===== src/hw/ced_exc_map.vh =====
/*
 constants for the exception and debug checking unit.
 assumes: included by hw/ced_exc_unit.v only.
*/
`ifndef CED_EXC_MAP_VH
`define CED_EXC_MAP_VH
// ==========================================
// fault vectors
`define CED_VEC_DIVIDE 8'h00
`define CED_VEC_INVOP 8'h06
`define CED_VEC_GPROT 8'h0d
`define CED_VEC_PAGE 8'h0e
`define CED_VEC_ALIGN 8'h11
`define CED_VEC_MCHK 8'h12
`define CED_VEC_SIMD 8'h13
// ==========================================
// register offsets
`define CED_OFS_FEATURE 4'h0
`define CED_OFS_BPCTRL 4'h1
`define CED_OFS_DBGSTAT 4'h2
`define CED_OFS_SIMDCS 4'h3
`define CED_OFS_PDBASE 4'h4
`define CED_OFS_STATUS 4'h5
`define CED_OFS_ALIAS_A 4'h6
`define CED_OFS_ALIAS_B 4'h7
// ==========================================
// feature control bits and writable mask
`define CED_FEAT_DBGEXT 3
`define CED_FEAT_MCE 6
`define CED_FEAT_WMASK 32'h000007ff
// ==========================================
// breakpoint control layout
`define CED_BP_RSVD_MASK 32'h0000d800
`define CED_BP_TYPE_LSB 5'h10
`define CED_BP_FIELD_STEP 4
`define CED_BP_EXEC 2'h0
`define CED_BP_WRITE 2'h1
`define CED_BP_IO 2'h2
`define CED_BP_RDWR 2'h3
// ==========================================
// debug status and simd control layout
`define CED_DS_RSVD_BIT 12
`define CED_DS_RSVD_VAL 1'h0
`define CED_DS_RESET 32'hffff0ff0
`define CED_SIMD_RESET 32'h00001f80
`define CED_SIMD_FLAGS 32'h0000003f
// ==========================================
// decoder limits and divide extremes
`define CED_MAX_ILEN 5'h0f
`define CED_NEG8 8'h80
`define CED_NEG16 16'h8000
`endif


===== src/hw/ced_exc_unit.v =====
/*
 exception-condition and debug-register checking unit: decides faults,
 holds debug and feature registers, presents one vector at a time.
 assumes: pipeline condition inputs are on ref_clk and hold for one cycle;
 register port is the plain strobe port on the same clock.
*/
// Behaviour
// - access type 00 breaks on execution only, 01 on data writes only.
// - type 10 breaks on io when debug extensions on; 11 on data read/write.
// - breakpoint control bits 11, 12, 14, 15 always read zero.
// - debug status bit 12 ignores written ones, keeps fixed value.
// - debug extensions off: legacy 4 and 5 alias status and control.
// - debug extensions on: legacy 4 or 5 access raises invalid opcode.
// - moves to or from old test registers raise invalid opcode.
// - simd fp exception raises vector 19 and records flags.
// - hardware error raises vector 18 only if machine-check enabled.
// - writing one to reserved special register bit raises vector 13.
// - reserved bit set in paging entry raises page fault vector 14.
// - unaligned reference with alignment checking raises vector 17.
// - divide fault vector 0 reports failing instruction pointer.
// - most negative signed quotient is returned, no divide fault.
// - improper bus-lock prefix raises invalid opcode vector 6.
// - instruction longer than 15 bytes raises general protection.
// - task switch to 16-bit task leaves page directory base unchanged.
// - pending faults served: trap, interrupt, fetch, decode, execute.
`timescale 1ns/1ps
`include "ced_exc_map.vh"
module ced_exc_unit (
	// clock and reset
	input wire ref_clk,
	input wire nrst,
	// register port
	input wire [3:0] regAddr,
	input wire [31:0] regWrData,
	input wire regWrStb,
	input wire regRdStb,
	output reg [31:0] regRdData,
	// traps and interrupts, category order of service
	input wire trapPrev,
	input wire [7:0] trapVector,
	input wire extIntr,
	input wire [7:0] extVector,
	// fetch and decode conditions
	input wire fetchPageRsvd,
	input wire [4:0] instLength,
	input wire lockMisuse,
	input wire testRegMove,
	// execution conditions
	input wire hwError,
	input wire alignCheckOn,
	input wire unalignedRef,
	input wire pageEntryRsvd,
	input wire simdException,
	input wire [5:0] simdFlags,
	// divide result
	input wire divIssue,
	input wire divSigned,
	input wire divWord,
	input wire divZero,
	input wire [31:0] divQuotient,
	// pointers and task switch
	input wire [31:0] instPointer,
	input wire [31:0] nextPointer,
	input wire taskSwitch,
	input wire task32,
	input wire [31:0] taskPageBase,
	// breakpoint match request
	input wire [1:0] bpSlot,
	input wire bpExec,
	input wire bpDataRd,
	input wire bpDataWr,
	input wire bpIo,
	// fault delivery
	output reg faultValid,
	output reg [7:0] faultVector,
	output reg [31:0] savedCodePointer,
	output reg bpHit
);
	// ==========================================
	// reset release
	// async assert, release after two edges
	reg rstMeta_reg;
	reg rstSync_reg;
	always @(posedge ref_clk or negedge nrst) begin
		if (!nrst) begin
			rstMeta_reg <= 1'b0;
			rstSync_reg <= 1'b0;
		end else begin
			rstMeta_reg <= 1'b1;
			rstSync_reg <= rstMeta_reg;
		end
	end
	wire rstN = rstSync_reg;

	// ==========================================
	// registers
	reg [31:0] featureCtrl_reg;
	reg [31:0] bpCtrl_reg;
	reg [31:0] dbgStatus_reg;
	reg [31:0] simdCs_reg;
	reg [31:0] pageDirBase_reg;

	// ==========================================
	// feature enables
	wire dbgExtOn = featureCtrl_reg[`CED_FEAT_DBGEXT];
	wire mceOn = featureCtrl_reg[`CED_FEAT_MCE];

	// resolve legacy alias onto real offset
	function [3:0] aliasOfs;
		input [3:0] a;
		begin
			if (a == `CED_OFS_ALIAS_A)
				aliasOfs = `CED_OFS_DBGSTAT;
			else if (a == `CED_OFS_ALIAS_B)
				aliasOfs = `CED_OFS_BPCTRL;
			else
				aliasOfs = a;
		end
	endfunction

	wire isAlias = (regAddr == `CED_OFS_ALIAS_A) || (regAddr == `CED_OFS_ALIAS_B);
	wire aliasTrap = isAlias && dbgExtOn && (regWrStb || regRdStb);
	wire [3:0] effAddr = aliasOfs(regAddr);
	wire wrOk = regWrStb && !aliasTrap;

	// ==========================================
	// write decode, one enable per register
	wire wrFeat = wrOk && (effAddr == `CED_OFS_FEATURE);
	wire wrBp = wrOk && (effAddr == `CED_OFS_BPCTRL);
	wire wrDs = wrOk && (effAddr == `CED_OFS_DBGSTAT);
	wire wrSimd = wrOk && (effAddr == `CED_OFS_SIMDCS);
	wire wrPd = wrOk && (effAddr == `CED_OFS_PDBASE);
	wire featRsvdWr = wrFeat && ((regWrData & ~`CED_FEAT_WMASK) != 32'h0);
	wire [31:0] simdBase = wrSimd ? regWrData : simdCs_reg;

	// ==========================================
	// register writes and state
	always @(posedge ref_clk or negedge rstN) begin
		if (!rstN) begin
			featureCtrl_reg <= 32'h0;
			bpCtrl_reg <= 32'h0;
			dbgStatus_reg <= `CED_DS_RESET;
			simdCs_reg <= `CED_SIMD_RESET;
			pageDirBase_reg <= 32'h0;
		end else begin
			if (wrFeat && !featRsvdWr)
				featureCtrl_reg <= regWrData;
			if (wrBp)
				bpCtrl_reg <= regWrData & ~`CED_BP_RSVD_MASK;
			if (wrDs) begin
				dbgStatus_reg <= regWrData;
				dbgStatus_reg[`CED_DS_RSVD_BIT] <= `CED_DS_RSVD_VAL;
			end
			// hardware flag set is ORed into a same-cycle software write
			if (simdException)
				simdCs_reg <= simdBase | {26'h0, simdFlags};
			else if (wrSimd)
				simdCs_reg <= regWrData;
			if (taskSwitch && task32)
				pageDirBase_reg <= taskPageBase;
			else if (wrPd)
				pageDirBase_reg <= regWrData;
		end
	end

	// ==========================================
	// read port, data stand one cycle, zero otherwise
	wire rdOk = regRdStb && !aliasTrap;
	wire [31:0] statusWord = {24'h0, faultVector};
	reg [31:0] rdMux;
	always @* begin
		case (effAddr)
			`CED_OFS_FEATURE: rdMux = featureCtrl_reg;
			`CED_OFS_BPCTRL: rdMux = bpCtrl_reg & ~`CED_BP_RSVD_MASK;
			`CED_OFS_DBGSTAT: rdMux = dbgStatus_reg;
			`CED_OFS_SIMDCS: rdMux = simdCs_reg;
			`CED_OFS_PDBASE: rdMux = pageDirBase_reg;
			`CED_OFS_STATUS: rdMux = statusWord;
			default: rdMux = 32'h0;
		endcase
	end
	always @(posedge ref_clk or negedge rstN) begin
		if (!rstN)
			regRdData <= 32'h0;
		else if (rdOk)
			regRdData <= rdMux;
		else
			regRdData <= 32'h0;
	end

	// ==========================================
	// breakpoint type decode
	function [1:0] bpTypeOf;
		input [31:0] ctl;
		input [1:0] slot;
		reg [4:0] pos;
		begin
			pos = 5'h0;
			pos = `CED_BP_TYPE_LSB + {1'b0, slot, 2'h0};
			bpTypeOf = ctl[pos +: 2];
		end
	endfunction
	wire [1:0] bpType = bpTypeOf(bpCtrl_reg, bpSlot);

	// ==========================================
	// breakpoint match by access type
	reg bpMatch;
	always @* begin
		case (bpType)
			`CED_BP_EXEC: bpMatch = bpExec;
			`CED_BP_WRITE: bpMatch = bpDataWr;
			`CED_BP_IO: bpMatch = dbgExtOn && bpIo;
			`CED_BP_RDWR: bpMatch = bpDataRd || bpDataWr;
			default: bpMatch = 1'b0;
		endcase
	end

	// ==========================================
	// divide check
	reg quotFits;
	always @* begin
		quotFits = 1'b0;
		if (divWord) begin
			if (divSigned)
				quotFits = (divQuotient[31:15] == 17'h0) || (divQuotient[31:15] == 17'h1ffff);
			else
				quotFits = (divQuotient[31:16] == 16'h0);
		end else begin
			if (divSigned)
				quotFits = (divQuotient[31:7] == 25'h0) || (divQuotient[31:7] == 25'h1ffffff);
			else
				quotFits = (divQuotient[31:8] == 24'h0);
		end
	end
	// most negative quotient stands; its positive twin overflows
	wire quotMostNeg = divWord ? (divQuotient == {16'hffff, `CED_NEG16}) :
		(divQuotient == {24'hffffff, `CED_NEG8});
	wire divFault = divIssue && (divZero || !(quotFits || (divSigned && quotMostNeg)));

	// ==========================================
	// fault selection by category
	// decode category
	wire ilenOver = instLength > `CED_MAX_ILEN;
	wire decUd = lockMisuse || testRegMove || aliasTrap;
	wire decGp = ilenOver || featRsvdWr;

	// execution category
	wire mchkFault = hwError && mceOn;
	wire alignFault = alignCheckOn && unalignedRef;

	reg selValid;
	reg [7:0] selVector;
	reg selAtInst;
	always @* begin
		selValid = 1'b1;
		selAtInst = 1'b1;
		selVector = 8'h0;
		if (trapPrev) begin
			selVector = trapVector;
			selAtInst = 1'b0;
		end else if (extIntr) begin
			selVector = extVector;
		end else if (fetchPageRsvd) begin
			selVector = `CED_VEC_PAGE;
		end else if (decUd) begin
			selVector = `CED_VEC_INVOP;
		end else if (decGp) begin
			selVector = `CED_VEC_GPROT;
		end else if (mchkFault) begin
			selVector = `CED_VEC_MCHK;
		end else if (divFault) begin
			selVector = `CED_VEC_DIVIDE;
		end else if (pageEntryRsvd) begin
			selVector = `CED_VEC_PAGE;
		end else if (alignFault) begin
			selVector = `CED_VEC_ALIGN;
		end else if (simdException) begin
			selVector = `CED_VEC_SIMD;
		end else begin
			selValid = 1'b0;
		end
	end

	// ==========================================
	// delivery
	// vector and pointer hold until the next fault
	always @(posedge ref_clk or negedge rstN) begin
		if (!rstN) begin
			faultValid <= 1'b0;
			faultVector <= 8'h0;
			savedCodePointer <= 32'h0;
			bpHit <= 1'b0;
		end else begin
			faultValid <= selValid;
			bpHit <= bpMatch;
			if (selValid) begin
				faultVector <= selVector;
				savedCodePointer <= selAtInst ? instPointer : nextPointer;
			end
		end
	end
endmodule // ced_exc_unit


===== config.mk =====
export PLATFORM = sky130hd
export DESIGN_NAME = ced_exc_unit
export DESIGN_NICKNAME = d
export VERILOG_FILES = /design/src/hw/ced_exc_unit.v
export VERILOG_INCLUDE_DIRS = /design/src /design/src/hw
export SDC_FILE = /design/constraint.sdc
export NUM_CORES = 1
export LEC_CHECK = 0
export ABC_CLOCK_PERIOD_IN_PS = 8700
export BUFFER_PORTS_ARGS = -buffer_cell sky130_fd_sc_hd__buf_4
export CAP_MARGIN = 5
export CORE_AREA = 2 2 144 146
export CTS_CLUSTER_SIZE = 12
export DETAILED_ROUTE_END_ITERATION = 8
export DIE_AREA = 0 0 146 148
export GPL_TIMING_DRIVEN = 0
export PLACE_DENSITY_LB_ADDON = 0.1
export SYNTH_ARGS = -nofsm -noshare
export SYNTH_HDL_FRONTEND = slang
export SYNTH_SLANG_ARGS = --single-unit

===== constraint.sdc =====
create_clock -name ref_clk -period 8.7 [get_ports ref_clk]
set_input_delay 0.435 -clock ref_clk [delete_from_list [all_inputs] [get_ports ref_clk]]
set_output_delay 0.435 -clock ref_clk [all_outputs]
set_load 0.005 [all_outputs]

# == Word level (Yosys, flattened, before mapping) ==
# Cells that the tools add are included.
# word_totals
output_inout_bits,74
ff_bits,231
wordCells,102
# op_classes
reduce_logical,38
n_eq_ne,14
magnitude_cmp,1
n_shift,1
bitwise_logic,1
add_sub_neg,1
n_mux,34
# op_table
operator,count
2-to-1 mux 32 bit,6
case mux 32 bit (6 select lines),1
"== test 32 bit, second input constant",2
2-to-1 mux 5 bit,8
OR 32 x 6 -> 32 bit,1
nonzero test 32 bit,1
variable part select 32 x 6 -> 2 bit,1
"== test 25 bit, second input constant",1
logical NOT 25 bit,1
logical NOT 24 bit,1
"== test 17 bit, second input constant",1
logical AND 1 bit,17
logical NOT 17 bit,1
"== test 4 x 3 -> 1 bit, second input constant",4
logical NOT 16 bit,1
2-to-1 mux 8 bit,2
2-to-1 mux 1 bit,14
logical OR 1 bit,10
"== test 4 x 2 -> 1 bit, second input constant",2
2-to-1 mux 4 bit,2
"adder 5 x 4 -> 5 bit, first input constant",1
"greater-than comparator 5 x 4 -> 1 bit, second input constant",1
"== test 2 bit, second input constant",2
"== test 4 x 1 -> 1 bit, second input constant",1
6 further kinds,8

# == Longest topological paths before layout ==
# depth
word_depth,15
mapped_depth,9

# == Least setup slack after synthesis ==
# Ideal clock, no wire load.
# synth_timing
path_type,in2reg
from,input divQuotient[11]
to,register savedCodePointer[0]
n_path_buf,2
setup_slack_ns,6.333
path_stages,9
t_arrival_ns,2.242
required_ns,8.575
path_cell_list,or4_1 -> nor2_1 -> a21oi_1 -> o211ai_1 -> o21a_1 -> and4_1 -> buf_6 -> buf_12 -> mux2_4
# synth_between
elab_chain_len,15
# synth_rtl
element,line,source
from (decl),ced_exc_unit.v:60,"input wire [31:0] divQuotient,"
== test 25 bit or logical NOT 25 bit (tied branches),ced_exc_unit.v:230,quotFits = (divQuotient[31:7] == 25'h0) || (divQuotient[31:7] == 25'h1ffffff);
logical OR 1 bit,ced_exc_unit.v:230,
2-to-1 mux 1 bit,ced_exc_unit.v:229,if (divSigned)
2-to-1 mux 1 bit,ced_exc_unit.v:223,if (divWord) begin
logical OR 1 bit (*),ced_exc_unit.v:238,wire divFault = divIssue && (divZero || !(quotFits || (divSigned && quotMostNeg)));
logical NOT 1 bit (*),ced_exc_unit.v:238,
logical OR 1 bit (*),ced_exc_unit.v:238,
logical AND 1 bit (*),ced_exc_unit.v:238,
2-to-1 mux 1 bit (*),ced_exc_unit.v:271,end else if (divFault) begin
2-to-1 mux 1 bit (*),ced_exc_unit.v:269,end else if (mchkFault) begin
2-to-1 mux 1 bit (*),ced_exc_unit.v:267,end else if (decGp) begin
2-to-1 mux 1 bit (*),ced_exc_unit.v:265,end else if (decUd) begin
2-to-1 mux 1 bit (*),ced_exc_unit.v:263,end else if (fetchPageRsvd) begin
2-to-1 mux 1 bit (*),ced_exc_unit.v:261,end else if (extIntr) begin
2-to-1 mux 1 bit (*),ced_exc_unit.v:258,if (trapPrev) begin
to (signal assigned),ced_exc_unit.v:298,savedCodePointer <= selAtInst ? instPointer : nextPointer;
to (decl),ced_exc_unit.v:76,"output reg [31:0] savedCodePointer,"
# Mark *: on every way between the ends. The rest lies on a longest branch, timed or not.
# A chain may end at the register's enable or synchronous reset.

# == Worst setup path in the final report ==
# layout_timing
from,register featureCtrl_reg[3]
to,register pageDirBase_reg[12]
# layout_between
elab_chain_len,6
# layout_rtl
element,line,source
from (decl),ced_exc_unit.v:97,reg [31:0] featureCtrl_reg;
from (signal assigned),ced_exc_unit.v:147,featureCtrl_reg <= regWrData;
logical AND 1 bit (2 in a row),ced_exc_unit.v:122,wire aliasTrap = isAlias && dbgExtOn && (regWrStb || regRdStb);
logical NOT 1 bit,ced_exc_unit.v:124,wire wrOk = regWrStb && !aliasTrap;
logical AND 1 bit,ced_exc_unit.v:124,
logical AND 1 bit,ced_exc_unit.v:132,wire wrPd = wrOk && (effAddr == `CED_OFS_PDBASE);
nonzero test 2 bit (no source line),--,
to (signal assigned),ced_exc_unit.v:160,pageDirBase_reg <= taskPageBase;
to (signal assigned),ced_exc_unit.v:162,pageDirBase_reg <= regWrData;
to (decl),ced_exc_unit.v:101,reg [31:0] pageDirBase_reg;
# Every way passes these cells.

==> run summary <==
Layout-stage area growth over the synthesis result: 32.3%. The first global-routing pass estimated 45,900 um of wire. The class of the most critical setup path was reg2reg. Summed over all nets, the half-perimeter wirelength after detailed placement is 21,700 um. The share of layout cells above drive strength 1 is 0.466.

Mean routed wirelength per cell: 20.9 um. The transition time at the pin with the least slew margin was 932 ps. 0 antenna diodes ended up in the layout. The finished cells cover 13,800 sq um. In this run the mean area of a mapped cell was 12.7 sq um. The net count reported at finish was 1,348. In the post-synthesis netlist, the biggest area contributors are sky130_fd_sc_hd__dfrtp_1, sky130_fd_sc_hd__mux2_2, sky130_fd_sc_hd__dfstp_2. The combined global-route utilization of all metal layers was 0.272. The cell depth of the worst min-delay path works out to 3. The run gives 0.520 as the initial standard-cell utilization of the core. The synthesized-area fraction occupied by xor and xnor cells was 0.000841. STA classifies the critical path startpoint as a flop.

The final route contains 7,974 vias. For the worst vdd rail ir drop, the log shows 124 uV. For the post-route antenna net violation count, the log shows 0.

Worst min-delay path class: in2reg. Area of the mapped netlist: 10,400 sq um. The proportion of netlist area held by the largest area contributor was 0.483; the highest fanout seen on the critical path was 10.

The required arrival time at the worst endpoint was 9060 ps. The logs give 0 for the number of cells upsized or downsized after cts and 0 for the number of post-CTS setup repair buffers. During synthesis, Yosys emitted a total of 0 warnings.

The tools report the number of setup violations in the final report as 0. Detailed-route DRC error count: 0. The tools report the endpoint type of the worst setup path as a flop. The dominant register cell in the synthesized netlist was sky130_fd_sc_hd__dfrtp_1. For this design the ratio of total power to cell area is 201 nW/um^2. The number of buffers and inverters on the critical path is 2. The number of maximum-capacitance violations is 0, and the synthesized instance count is 817. Traced cell by cell, the critical path runs through nand4b_1, and2_1, clkbuf_1, a21boi_1, clkbuf_1, o21ai_0. The worst slew margin relative to its limit is 0.378. The synthesized design contains 231 register bits. Buffers inserted during clock tree synthesis total 25. The number of vias per cell after detailed routing is 5.62.

Post-synthesis cell type count: 51. The flow ran to the end, and the final reports show no timing, DRC or antenna violations. The clock transition time at the flip-flop clock pins of the worst setup and hold paths came out at 60 ps.

The tools report the via count of the first global-routing pass as 8,301. The slowest stage of the critical path is the sky130_fd_sc_hd__a21boi_1 cell. The TritonCTS sink count was 231. The cell count after placement came out at 1,373. For hold timing, the worst endpoint is simdCs_reg[1]$_DFF_PN0_. The multi-input combinational cells in the finished layout cover a total of 4300 sq um.

For the number of optimization iterations in the first detailed-route pass, the log shows 5. The simple-gate share of the synthesized area was 0.0812. Largest net degree at the start of global routing: 72. The multiplexer area fraction after synthesis was 0.225; the final period demand of the worst path was 2600 ps.

The area fraction in compound gates after synthesis is 0.105, and the total of buffers placed on input and output ports is 283. Deepest level of the CTS H-tree: 1. The worst register-to-register path begins at featureCtrl_reg[3]$_DFFE_PN0P_. Routability-driven placement finished with a final weighted congestion of 0.801. The tools report the capture point of the worst reg-to-reg path as pageDirBase_reg[12]$_DFFE_PN0P_.

The run gives 2960 ps as the endpoint arrival time on the critical path. The number of synthesized flops with an enable pin was 0; the worst hold slack across all endpoints was 113 ps. TritonCTS built the clock tree. For the count of final hold-check violations, the log shows 0. Setup repair after global routing left no endpoint under its margin. The sequential cells in the finished layout cover a total of 5820 sq um. Counting along the longest clock path gives a buffer depth of 3.

The number of ports placed on the die boundary is 291. CTS placed an instance of sky130_fd_sc_hd__clkbuf_16 at the clock tree root. The tools report the core area as 20,000 sq um.

The die is 148 um tall. Counting the fill cells in the layout gives 1,554. The clock reaches the later pin of the worst-skew pair after 510 ps. The total placed instance area is 13,000 sq um. The logs give 7.02 ps for the worst clock skew and 499 for the DRC violation total after the first TritonRoute iteration.

The analysis attributes to cell leakage a power of 6.42 nW. The biggest area contributor in the post-synthesis netlist is sky130_fd_sc_hd__dfrtp_1. The worst hold path begins at simdFlags[1].

The path depth of the worst reg2reg path was 6; the share of the clock period used by the worst path after layout was 0.298. The logs give 6100 ps for the reg-to-reg setup timing slack and 29,700 um for the final wirelength. The most numerous cell type found on the critical path is sky130_fd_sc_hd__clkbuf_1. The horizontal die dimension came out at 146 um.

The number of standard-cell rows in the floorplan was 52; the count of pins over their slew limit was 0. The run gives 0 ps as the total negative setup slack. The number of antenna violations at the first check in global routing is 0, and the area share of fa/ha/maj cells after synthesis is 0. The async set-reset flop share out of synthesis was 1.00. Summed over all layers, the global routing overflow is 0. Once layout is complete, the cells apart from fillers number 1,419. On the worst path, the slowest cell contributes a delay of 720 ps. For the register area share after synthesis, the log shows 0.559. The cell family contributing the most delay on the critical path is compound AO/OA/AOI/OAI gates. The tools report the overall die area as 21,600 sq um.

The fmax is 0.385 GHz. By area, the combinational part of the netlist is dominated by multiplexers. Counting every net in the synthesized netlist gives 1,034.
[worst min-delay path: cells and delay by family]
| kind | cells | cell delay [ps] |
|---|---|---|
| buffers and inverters | 1 | 80 |
| and+or+nand+nor | 2 | 80 |
[layout make-up]
cell class / instances / share of cell area
timing repair buffer: 287 / 0.160
buffer: 54 / 0.0202
clock buffer: 41 / 0.0541
sequential: 231 / 0.422
multi-input combinational: 526 / 0.312
inverter: 6 / 0.00163
tap: 270 / 0.0245
clock inverter: 4 / 0.00508
[stage by stage]
step	total power, W	utilization	setup WS, ps
finish	0.00277	0.688	6100
global route	0.00288	0.688	5920
CTS	0.00278	0.688	6100
detailed placement	0.00173	0.647	5720
global placement	0.00171	0.643	-811
floorplan	0.00153	-	1840
[per-layer routing]
metal	up-vias	global-route usage	routed length [um]
met2	292	0.480	15300
li1	3656	-	-
met4	0	0.0908	859
met3	54	0.0528	1870
met1	3972	0.338	11700
met5	-	0	0
[timing repair]
item	CTS	global route
hold endpoints to repair	2	0
hold buffers	1	0
setup endpoints to repair	0	0
[power by group]
group | total, W | switching [W] | internal (W)
logic | 0.000390 | 0.000159 | 0.000231
clock network | 0.00105 | 0.000412 | 0.000640
registers | 0.00132 | 0.0000844 | 0.00124
total | 0.00277 | 0.000655 | 0.00211
[how the worst max path moves through the flow]
| stage | from | cells after the start | end | slack, ps |
|---|---|---|---|---|
| after floorplan | rstN$_DFF_PN0_ | 0 | bpCtrl_reg[0]$_DFFE_PN0P_ | 1840 |
| after global placement | rstN$_DFF_PN0_ | 0 | simdCs_reg[25]$_DFFE_PN0P_ | -810 |
| after detailed placement | regWrData[25] | 8 | featureCtrl_reg[4]$_DFFE_PN0P_ | 5720 |
| after CTS | featureCtrl_reg[3]$_DFFE_PN0P_ | 7 | pageDirBase_reg[27]$_DFFE_PN0P_ | 6100 |
| after global routing | featureCtrl_reg[3]$_DFFE_PN0P_ | 6 | pageDirBase_reg[12]$_DFFE_PN0P_ | 5920 |
| final | featureCtrl_reg[3]$_DFFE_PN0P_ | 6 | pageDirBase_reg[12]$_DFFE_PN0P_ | 6100 |
[synth_stat cells, drive strengths merged (3+ instances only)]
library cell and number:
a21oi 10, a221o 5, a222oi 12, a22oi 49, a31oi 28, and3 6, buf 16, clkbuf 38
dfrtp 201, dfstp 30, inv 6, mux2 160, mux2i 38, nand2 89, nand4 7, nor2 9
nor2b 22, nor3 4, nor3b 4, nor4 11, o211ai 3, o21ai 40, or4 4
[cells by family after synthesis]
kind of cell	count (synthesis)
other	1
XOR/XNOR	1
AND/OR/NAND/NOR	164
multiplexers	200
buffers and inverters	60
flip-flops	231
AO/OA/AOI/OAI	160
[placed cells by master (no fill, tap or decap), drive strengths merged, types with 2 or more instances in the layout]
master and n:
buf 302, dfrtp 201, mux2 160, nand2 89, clkbuf 79, a22oi 49, o21ai 40, mux2i 38
dfstp 30, a31oi 28, nor2b 22, a222oi 12, nor4 11, a21oi 10, nor2 9, nand4 7
and3 6, inv 6, a221o 5, nor3b 4, nor3 4, or4 4, o211ai 3, nor4bb 2
mux4 2, and4 2, o22ai 2, a22o 2, clkinv 2, bufinv 2
Note: power is estimated with default switching activity, not from simulation.
